[src/verilog/abz_defines.svh]
`ifndef ABZ_DEFINES_SVH
`define ABZ_DEFINES_SVH

// ==========================================================
// Register byte offsets
`define ABZ_OFF_CTRL 8'h00
`define ABZ_OFF_MUX 8'h04
`define ABZ_OFF_STATUS 8'h08
`define ABZ_OFF_RESULT 8'h0c

// ==========================================================
// Control register fields
`define ABZ_CTRL_CS_LO 0
`define ABZ_CTRL_CS_HI 1
`define ABZ_CTRL_AZ 2
`define ABZ_CTRL_MODE_LO 3
`define ABZ_CTRL_MODE_HI 4
`define ABZ_CTRL_CRST 5
`define ABZ_CTRL_SHDN 6
`define ABZ_CTRL_START 7

// ==========================================================
// Input selection register fields
`define ABZ_MUX_POS_HI 7
`define ABZ_MUX_POS_LO 4
`define ABZ_MUX_NEG_HI 3
`define ABZ_MUX_NEG_LO 0
`define ABZ_MUX_SCAN_TEMP 8

// ==========================================================
// Status register fields
`define ABZ_STAT_BUSY 0
`define ABZ_STAT_READY 1
`define ABZ_STAT_BIAS 2
`define ABZ_STAT_PHASE 3

// ==========================================================
// Result register field
`define ABZ_RES_HI 15
`define ABZ_RES_LO 0

// ==========================================================
// Codes and reset values
`define ABZ_TEMP_SEL 8'hde
`define ABZ_MODE_CONT 2'b11
`define ABZ_BIAS_OFF 2'b00
`define ABZ_RESP_OKAY 2'b00
`define ABZ_RESP_SLVERR 2'b10
`define ABZ_MUX_RST 8'h01
`define ABZ_MODE_RST 2'b00
`define ABZ_CS_RST 2'b00

`endif

[src/verilog/abz_pkg.sv]
package abz_pkg;

    typedef enum logic [1:0] {ABZ_IDLE, ABZ_FIRST, ABZ_SECOND} abz_state_e;

    typedef struct packed {
        logic start;
        logic filt_reset;
        logic continuous;
        logic [3:0] pos_sel;
        logic [3:0] neg_sel;
    } abz_conv_s;

    typedef struct packed {
        logic [1:0] code;
        logic source_en;
        logic sink_en;
        logic temp_bias_en;
    } abz_bias_s;

endpackage : abz_pkg

[src/verilog/abz_bias_dec.sv]
`timescale 1ns/10ps
`include "abz_defines.svh"

module abz_bias_dec (
    input wire logic [1:0] cs_sel,
    input wire logic [7:0] mux,
    input wire logic scan_temp,
    output abz_pkg::abz_bias_s bias
);
    import abz_pkg::*;

    logic temp_on;

    // ======================================================
    // Temperature path override
    // diodes replace burnout
    assign temp_on = (mux == `ABZ_TEMP_SEL) || scan_temp;

    always_comb
    begin
        bias.code = temp_on ? `ABZ_BIAS_OFF : cs_sel;
        bias.source_en = (bias.code != `ABZ_BIAS_OFF);
        bias.sink_en = (bias.code != `ABZ_BIAS_OFF);
        bias.temp_bias_en = temp_on;
    end

endmodule : abz_bias_dec

[src/verilog/abz_half_diff.sv]
`timescale 1ns/10ps

module abz_half_diff (
    input wire logic [15:0] first,
    input wire logic [15:0] second,
    output logic [15:0] half
);
    logic [16:0] diff;

    // ======================================================
    // Halved difference
    // sign extend, drop lsb
    assign diff = {first[15], first} - {second[15], second};
    assign half = diff[16:1];

endmodule : abz_half_diff

[src/verilog/abz_ctrl.sv]
`timescale 1ns/10ps
`include "abz_defines.svh"

module abz_ctrl (
    input wire logic CORE_CLK,
    input wire logic RST,
    input wire logic S_AXI_AWVALID,
    output logic S_AXI_AWREADY,
    input wire logic [7:0] S_AXI_AWADDR,
    input wire logic S_AXI_WVALID,
    output logic S_AXI_WREADY,
    input wire logic [31:0] S_AXI_WDATA,
    input wire logic [3:0] S_AXI_WSTRB,
    output logic S_AXI_BVALID,
    input wire logic S_AXI_BREADY,
    output logic [1:0] S_AXI_BRESP,
    input wire logic S_AXI_ARVALID,
    output logic S_AXI_ARREADY,
    input wire logic [7:0] S_AXI_ARADDR,
    output logic S_AXI_RVALID,
    input wire logic S_AXI_RREADY,
    output logic [31:0] S_AXI_RDATA,
    output logic [1:0] S_AXI_RRESP,
    input wire logic CONV_DONE,
    input wire logic [15:0] CONV_DATA,
    output abz_pkg::abz_conv_s CONV,
    output abz_pkg::abz_bias_s BIAS,
    output logic RESULT_DONE
);
    import abz_pkg::*;

    typedef struct packed {
        logic awready;
        logic wready;
        logic bvalid;
        logic [1:0] bresp;
        logic arready;
        logic rvalid;
        logic [1:0] rresp;
        logic [31:0] rdata;
        logic aw_got;
        logic w_got;
        logic [7:0] waddr;
        logic [31:0] wdata;
        logic [3:0] wstrb;
        logic [1:0] cs_sel;
        logic az_en;
        logic [1:0] mode;
        logic conv_rst;
        logic shdn;
        logic [7:0] mux;
        logic scan_temp;
        abz_state_e state;
        logic run_az;
        logic [3:0] run_pos;
        logic [3:0] run_neg;
        logic [15:0] partial;
        logic [15:0] result;
        logic ready;
        logic done;
        abz_conv_s conv;
        abz_bias_s bias;
    } abz_top_s;

    abz_top_s s;
    abz_top_s next_s;
    abz_bias_s bias_w;
    logic [15:0] half_w;

    // ======================================================
    // Helpers
    // decode never looks at the sequencer
    abz_bias_dec u_bias (
        .cs_sel(s.cs_sel),
        .mux(s.mux),
        .scan_temp(s.scan_temp),
        .bias(bias_w)
    );

    abz_half_diff u_half (
        .first(s.partial),
        .second(CONV_DATA),
        .half(half_w)
    );

    // ======================================================
    // Next state
    always_comb
    begin
        logic aw_hs;
        logic w_hs;
        logic ar_hs;
        logic start_req;
        logic rd_clr;
        logic set_rdy;
        logic go_cont;
        aw_hs = S_AXI_AWVALID && s.awready;
        w_hs = S_AXI_WVALID && s.wready;
        ar_hs = S_AXI_ARVALID && s.arready;
        start_req = 1'b0;
        rd_clr = 1'b0;
        set_rdy = 1'b0;
        go_cont = (s.mode == `ABZ_MODE_CONT);
        next_s = s;
        next_s.done = 1'b0;
        next_s.conv.start = 1'b0;
        next_s.conv.filt_reset = 1'b0;

        // ==================================================
        // Write channel
        if (s.bvalid && S_AXI_BREADY)
        begin
            next_s.bvalid = 1'b0;
        end
        if (aw_hs)
        begin
            next_s.aw_got = 1'b1;
            next_s.waddr = S_AXI_AWADDR;
        end
        if (w_hs)
        begin
            next_s.w_got = 1'b1;
            next_s.wdata = S_AXI_WDATA;
            next_s.wstrb = S_AXI_WSTRB;
        end
        if (next_s.aw_got && next_s.w_got)
        begin
            next_s.aw_got = 1'b0;
            next_s.w_got = 1'b0;
            next_s.bvalid = 1'b1;
            next_s.bresp = `ABZ_RESP_OKAY;
            case (next_s.waddr)
                `ABZ_OFF_CTRL:
                begin
                    if (next_s.wstrb[0])
                    begin
                        next_s.cs_sel = next_s.wdata[`ABZ_CTRL_CS_HI:
                                                     `ABZ_CTRL_CS_LO];
                        next_s.az_en = next_s.wdata[`ABZ_CTRL_AZ];
                        next_s.mode = next_s.wdata[`ABZ_CTRL_MODE_HI:
                                                   `ABZ_CTRL_MODE_LO];
                        next_s.conv_rst = next_s.wdata[`ABZ_CTRL_CRST];
                        next_s.shdn = next_s.wdata[`ABZ_CTRL_SHDN];
                        start_req = next_s.wdata[`ABZ_CTRL_START];
                    end
                end
                `ABZ_OFF_MUX:
                begin
                    if (next_s.wstrb[0])
                    begin
                        next_s.mux = next_s.wdata[`ABZ_MUX_POS_HI:
                                                  `ABZ_MUX_NEG_LO];
                    end
                    if (next_s.wstrb[1])
                    begin
                        next_s.scan_temp =
                            next_s.wdata[`ABZ_MUX_SCAN_TEMP];
                    end
                end
                `ABZ_OFF_STATUS, `ABZ_OFF_RESULT:
                begin
                    // Read-only; write accepted and dropped
                    next_s.bresp = `ABZ_RESP_OKAY;
                end
                default:
                begin
                    next_s.bresp = `ABZ_RESP_SLVERR;
                end
            endcase
        end
        // Only one write in flight; response must drain first
        next_s.awready = !next_s.aw_got && !next_s.bvalid;
        next_s.wready = !next_s.w_got && !next_s.bvalid;

        // ==================================================
        // Read channel
        if (s.rvalid && S_AXI_RREADY)
        begin
            next_s.rvalid = 1'b0;
        end
        if (ar_hs)
        begin
            next_s.rvalid = 1'b1;
            next_s.rresp = `ABZ_RESP_OKAY;
            next_s.rdata = '0;
            case (S_AXI_ARADDR)
                `ABZ_OFF_CTRL:
                begin
                    next_s.rdata[`ABZ_CTRL_CS_HI:`ABZ_CTRL_CS_LO] =
                        s.cs_sel;
                    next_s.rdata[`ABZ_CTRL_AZ] = s.az_en;
                    next_s.rdata[`ABZ_CTRL_MODE_HI:`ABZ_CTRL_MODE_LO] =
                        s.mode;
                    next_s.rdata[`ABZ_CTRL_CRST] = s.conv_rst;
                    next_s.rdata[`ABZ_CTRL_SHDN] = s.shdn;
                end
                `ABZ_OFF_MUX:
                begin
                    next_s.rdata[`ABZ_MUX_POS_HI:`ABZ_MUX_NEG_LO] = s.mux;
                    next_s.rdata[`ABZ_MUX_SCAN_TEMP] = s.scan_temp;
                end
                `ABZ_OFF_STATUS:
                begin
                    next_s.rdata[`ABZ_STAT_BUSY] = (s.state != ABZ_IDLE);
                    next_s.rdata[`ABZ_STAT_READY] = s.ready;
                    next_s.rdata[`ABZ_STAT_BIAS] = s.bias.source_en;
                    next_s.rdata[`ABZ_STAT_PHASE] =
                        (s.state == ABZ_SECOND);
                end
                `ABZ_OFF_RESULT:
                begin
                    next_s.rdata[`ABZ_RES_HI:`ABZ_RES_LO] = s.result;
                    rd_clr = 1'b1;
                end
                default:
                begin
                    next_s.rresp = `ABZ_RESP_SLVERR;
                end
            endcase
        end
        next_s.arready = !next_s.rvalid;

        // ==================================================
        // Conversion sequencer
        case (s.state)
            ABZ_IDLE:
            begin
                if (start_req || go_cont)
                begin
                    next_s.state = ABZ_FIRST;
                    // Settings written with the start bit apply to this run
                    next_s.run_az = next_s.az_en;
                    next_s.run_pos =
                        next_s.mux[`ABZ_MUX_POS_HI:`ABZ_MUX_POS_LO];
                    next_s.run_neg =
                        next_s.mux[`ABZ_MUX_NEG_HI:`ABZ_MUX_NEG_LO];
                    next_s.conv.pos_sel = next_s.run_pos;
                    next_s.conv.neg_sel = next_s.run_neg;
                    next_s.conv.start = 1'b1;
                    next_s.conv.filt_reset = next_s.az_en;
                    // plain run uses the converter as is
                    next_s.conv.continuous =
                        (next_s.mode == `ABZ_MODE_CONT) && !next_s.az_en;
                end
            end
            ABZ_FIRST:
            begin
                if (CONV_DONE && s.run_az)
                begin
                    next_s.partial = CONV_DATA;
                    next_s.conv.pos_sel = s.run_neg;
                    next_s.conv.neg_sel = s.run_pos;
                    next_s.conv.start = 1'b1;
                    next_s.conv.filt_reset = 1'b1;
                    next_s.state = ABZ_SECOND;
                end
                else if (CONV_DONE)
                begin
                    next_s.result = CONV_DATA;
                    set_rdy = 1'b1;
                    next_s.done = 1'b1;
                    if (!go_cont || s.az_en)
                    begin
                        next_s.state = ABZ_IDLE;
                        next_s.conv.continuous = 1'b0;
                    end
                end
            end
            ABZ_SECOND:
            begin
                if (CONV_DONE)
                begin
                    next_s.result = half_w;
                    set_rdy = 1'b1;
                    next_s.done = 1'b1;
                    next_s.state = ABZ_IDLE;
                    if (go_cont && s.az_en)
                    begin
                        next_s.state = ABZ_FIRST;
                        next_s.run_pos =
                            s.mux[`ABZ_MUX_POS_HI:`ABZ_MUX_POS_LO];
                        next_s.run_neg =
                            s.mux[`ABZ_MUX_NEG_HI:`ABZ_MUX_NEG_LO];
                        next_s.conv.pos_sel = next_s.run_pos;
                        next_s.conv.neg_sel = next_s.run_neg;
                        next_s.conv.start = 1'b1;
                        next_s.conv.filt_reset = 1'b1;
                    end
                end
            end
            default:
            begin
                next_s.state = ABZ_IDLE;
            end
        endcase

        // Converter reset or shutdown aborts the run, not the bias
        if (s.conv_rst || s.shdn)
        begin
            next_s.state = ABZ_IDLE;
            next_s.conv.start = 1'b0;
            next_s.conv.filt_reset = 1'b0;
            next_s.conv.continuous = 1'b0;
        end

        // Set wins over the read clear
        if (rd_clr)
        begin
            next_s.ready = 1'b0;
        end
        if (set_rdy)
        begin
            next_s.ready = 1'b1;
        end

        next_s.bias = bias_w;
    end

    // ======================================================
    // State register
    always_ff @(posedge CORE_CLK)
    begin
        if (RST)
        begin
            s <= '0;
            s.mux <= `ABZ_MUX_RST;
            s.mode <= `ABZ_MODE_RST;
            s.cs_sel <= `ABZ_CS_RST;
        end
        else
        begin
            s <= next_s;
        end
    end

    assign S_AXI_AWREADY = s.awready;
    assign S_AXI_WREADY = s.wready;
    assign S_AXI_BVALID = s.bvalid;
    assign S_AXI_BRESP = s.bresp;
    assign S_AXI_ARREADY = s.arready;
    assign S_AXI_RVALID = s.rvalid;
    assign S_AXI_RDATA = s.rdata;
    assign S_AXI_RRESP = s.rresp;
    assign CONV = s.conv;
    assign BIAS = s.bias;
    assign RESULT_DONE = s.done;

    logic temp_now;
    logic [16:0] chk_diff;
    assign temp_now = (s.mux == `ABZ_TEMP_SEL) || s.scan_temp;
    assign chk_diff = {s.partial[15], s.partial} - {CONV_DATA[15],
                                                     CONV_DATA};
endmodule : abz_ctrl

[config.mk]
export PLATFORM = sky130hd
export DESIGN_NAME = abz_ctrl
export DESIGN_NICKNAME = d
export VERILOG_FILES = /design/src/verilog/abz_pkg.sv /design/src/verilog/abz_bias_dec.sv /design/src/verilog/abz_half_diff.sv /design/src/verilog/abz_ctrl.sv
export VERILOG_INCLUDE_DIRS = /design/src /design/src/verilog
export SDC_FILE = /design/constraint.sdc
export NUM_CORES = 1
export LEC_CHECK = 0
export ABC_CLOCK_PERIOD_IN_PS = 2410
export BUFFER_PORTS_ARGS = -buffer_cell sky130_fd_sc_hd__buf_2
export CAP_MARGIN = 10
export CORE_MARGIN = 2
export CORE_UTILIZATION = 25
export CTS_BUF_LIST = sky130_fd_sc_hd__clkbuf_4 sky130_fd_sc_hd__clkbuf_8
export DETAILED_ROUTE_END_ITERATION = 10
export SLEW_MARGIN = 20
export SYNTH_ARGS = -nofsm -noshare
export SYNTH_HDL_FRONTEND = slang
export SYNTH_SLANG_ARGS = --single-unit
[constraint.sdc]
create_clock -name CORE_CLK -period 2.41 [get_ports CORE_CLK]
set_input_delay 0.1205 -clock CORE_CLK [delete_from_list [all_inputs] [get_ports CORE_CLK]]
set_output_delay 0.1205 -clock CORE_CLK [all_outputs]
set_load 0.005 [all_outputs]
==> metrics.txt <==
ant diodes=0; FFs w/ async S/R, synth=0%; register area=2400 um2; CTS tree=done; PnR worst setup slack=-41.9 ps; drc violations=0; Buf/Inv on CP=1; sequential fraction of the synthesis area=38.4%; gr usage total=12.6%; Nets=951; critical path depth in cells=8; largest area contributor in the netlist=dfxtp_1; Placement Rows=57; Crit Path Max Fanout=4; Via density=4.44; Worst EP required=2750 ps; Skew-Pair Late Insertion Delay=440 ps; DRT Pass-1 Iters=5; hold path cells=3; Clock Root Buffer=clkbuf_8; final hold vios=0; Die Wd=162 um; DP HPWL=12500 um; grt ovf=0; layout cells sized above 1=23.6%; crit path capture type=register; H-tree Lvls=4; unrepaired setup endpoints after global routing=yes; Final Critical Period=2450 ps; Synth top area share=38.4%; Placed Area=6950 um2; top-count cell post-synth=dfxtp_1; Post-Syn Instances=746; Filler cells=2588; total number of vias=5297; detailed-route wire length per cell=13.7 um; crit-path max cell delay=540 ps; Worst Path Class, Setup=reg2reg; Yosys reg bits=120; initial antenna violation count=0; crit path cell chain=or4_4 > nor4_4 > o21ai_2 > nor3_4 > buf_4 > mux2i_2 > or3_1 > a311oi_1; status=complete, but fails checks; Port Buffers=90; Hold Path Class=in2reg; first-pass GRT wire length=26300 um; number of routed nets with antenna violations=0; CTS sink count=120; Slew @ Worst Pin=648 ps; headroom to the max-slew limit=56.7%; Post-synth EDFFs=0; vias in the first global route=5126; drt total wl=16300 um; Mapped Area=6250 um2; total power=4.03 mW; failing checks=setup timing; top cells by area, synth=dfxtp_1 (38%), nand2_1 (6.5%), buf_4 (6.2%); die height=162 um; Primary FF master, synth=dfxtp_1; Power per Cell Area=525 nW/um2; Initial Utilization=25.6%; Setup-failing EPs final=5; CP Launch Type=register; cell depth of the worst flop-to-flop path=8; maximum clock frequency=408 MHz; most frequent cells after synthesis=dfxtp_1 (120), nand2_1 (108), nor2_1 (87); Detailed Route Iter0 Violations=322; largest net degree at the start of global routing=60; area occupied by multi-input gates=3340 um2; Yosys cell types=66; Fin Clk Skew=11.1 ps; GP Congestion=0.823; clk slew on worst S/H paths=80 ps; Max Cap Viol=0; post-route cell area=7690 um2; arrival time worst endpoint=2790 ps; Warnings, synthesis=0; CTS buffer count=17; leakage power total=3.16 nW; CORE AREA=24500 um2; P&R area growth vs syn=22.9%; syn_area_per_cell=8.38 um2; pins over their slew limit=0; peak supply drop=0.259 mV; Die ar.=26300 um2; Final Cycle Share=102%; cell family with most CP delay=simple AND/OR/NAND/NOR gates; Clock Path Buffers=2; Util after Layout=31.4%; critical path's slowest cell=or4_4; # IOs=134
cell type report:
class | instances | share of cell area (%)
Clock buffer | 18 | 3.22
Inverter | 26 | 1.27
Timing Repair Buffer | 161 | 14.1
Tap cell | 324 | 5.27
Clock inverter | 14 | 1.32
Multi-Input combinational cell | 529 | 43.5
Sequential cell | 120 | 31.3
layer usage:
layer	track usage (%)	wire length (um)
met1	16.5	7770
met5	0	0
met4	5.15	325
met2	20.0	7440
met3	2.89	763
timing repair:
| item | in CTS | in global routing |
|---|---|---|
| gates resized for setup | 0 | 14 |
| endpoints found under the setup margin | 5 | 22 |
| gates cloned | 0 | 0 |
| hold endpoints to repair | 38 | 0 |
| buffers inserted | 2 | 3 |
| pin swaps | 1 | 3 |
| hold buffers | 30 | 0 |
worst register-to-register path: cells and delay by family (launching register included):
family | cells | cell delay, ps
muxes | 1 | 90
and+or+nand+nor | 4 | 1330
buffers and inverters | 1 | 200
DFF | 1 | 320
AOI/OAI and AO/OA | 2 | 420
cell usage in the layout, fill, tap and decap left out, types with 4 or more instances in the layout:
cell type      count
buf_2             89
clkbuf_8          18
nand2_1          107
xnor2_1           11
o211ai_1           5
mux2_2            12
o211a_1            5
inv_1             26
nor2b_1           11
a311oi_1           9
clkinv_2           4
conb_1            18
o21a_1             4
nor2_1            87
buf_4             40
and2_1             4
dlygate4sd3_1     30
a21o_1             5
nand2b_1           8
a211oi_1          10
mux2i_1           15
nor3_1            19
ha_1              19
a21oi_1           61
mux4_2             4
mux2i_2            6
clkinvlp_4         5
or3_1             13
dfxtp_1          119
a22oi_1           15
nor4_1             5
o21ai_0           12
power by group:
group	switching, mW	leakage (nW)	internal [mW]
Combinational	0.210	2.03	0.180
Clock	0.879	0.168	0.739
Sequential	0.0170	0.970	2.01
Total	1.11	3.16	2.93
flip-flops by register name, summed over array words and instances, names as in the netlist:
signal,cells
S_AXI_WREADY,1
BIAS,4
CONV,11
S_AXI_ARREADY,1
S_AXI_AWREADY,1
RESULT_DONE,1
S_AXI_RRESP,1
S_AXI_RDATA,16
S_AXI_BRESP,1
S_AXI_BVALID,1
s,81
S_AXI_RVALID,1
worst paths after layout:
check | slack [ps] | startpoint | end
min reg2reg | 460 | s[43]$_SDFFE_PP0P_ | s[43]$_SDFFE_PP0P_
max | -40 | s[114]$_SDFF_PP0_ | s[52]$_SDFFE_PP0P_
min | 60 | S_AXI_WDATA[3] | s[84]$_SDFF_PP0_
max reg2reg | -40 | s[114]$_SDFF_PP0_ | s[52]$_SDFFE_PP0P_
logic make-up (layout without fill, tap and decap cells):
group | after synthesis | in the layout | share of synthesized area [%]
DFF | 120 | 120 | 38.4
adders and majority gates | 20 | 20 | 4.12
buffers and inverters | 114 | 219 | 10.0
xor gates and xnor gates | 14 | 14 | 1.96
and+or+nand+nor | 278 | 278 | 20.6
muxes | 39 | 39 | 7.30
other | 1 | 18 | 0.0600
AOI/OAI and AO/OA | 160 | 160 | 17.6
through the flow:
stage / setup WS (ps) / TNS, ps / cells / hold slack [ps]
after floorplan: -116 / -116 / 763 / 256
after global placement: -15.6 / -15.6 / 1125 / 374
after detailed placement: -43.1 / -58.0 / 1125 / 384
after CTS: -53.6 / -80.9 / 1189 / 38.2
after global routing: -220 / -2600 / 1192 / 48.9
final: -41.9 / -111 / 1192 / 58.4
Power figures use the tool's default switching activity.
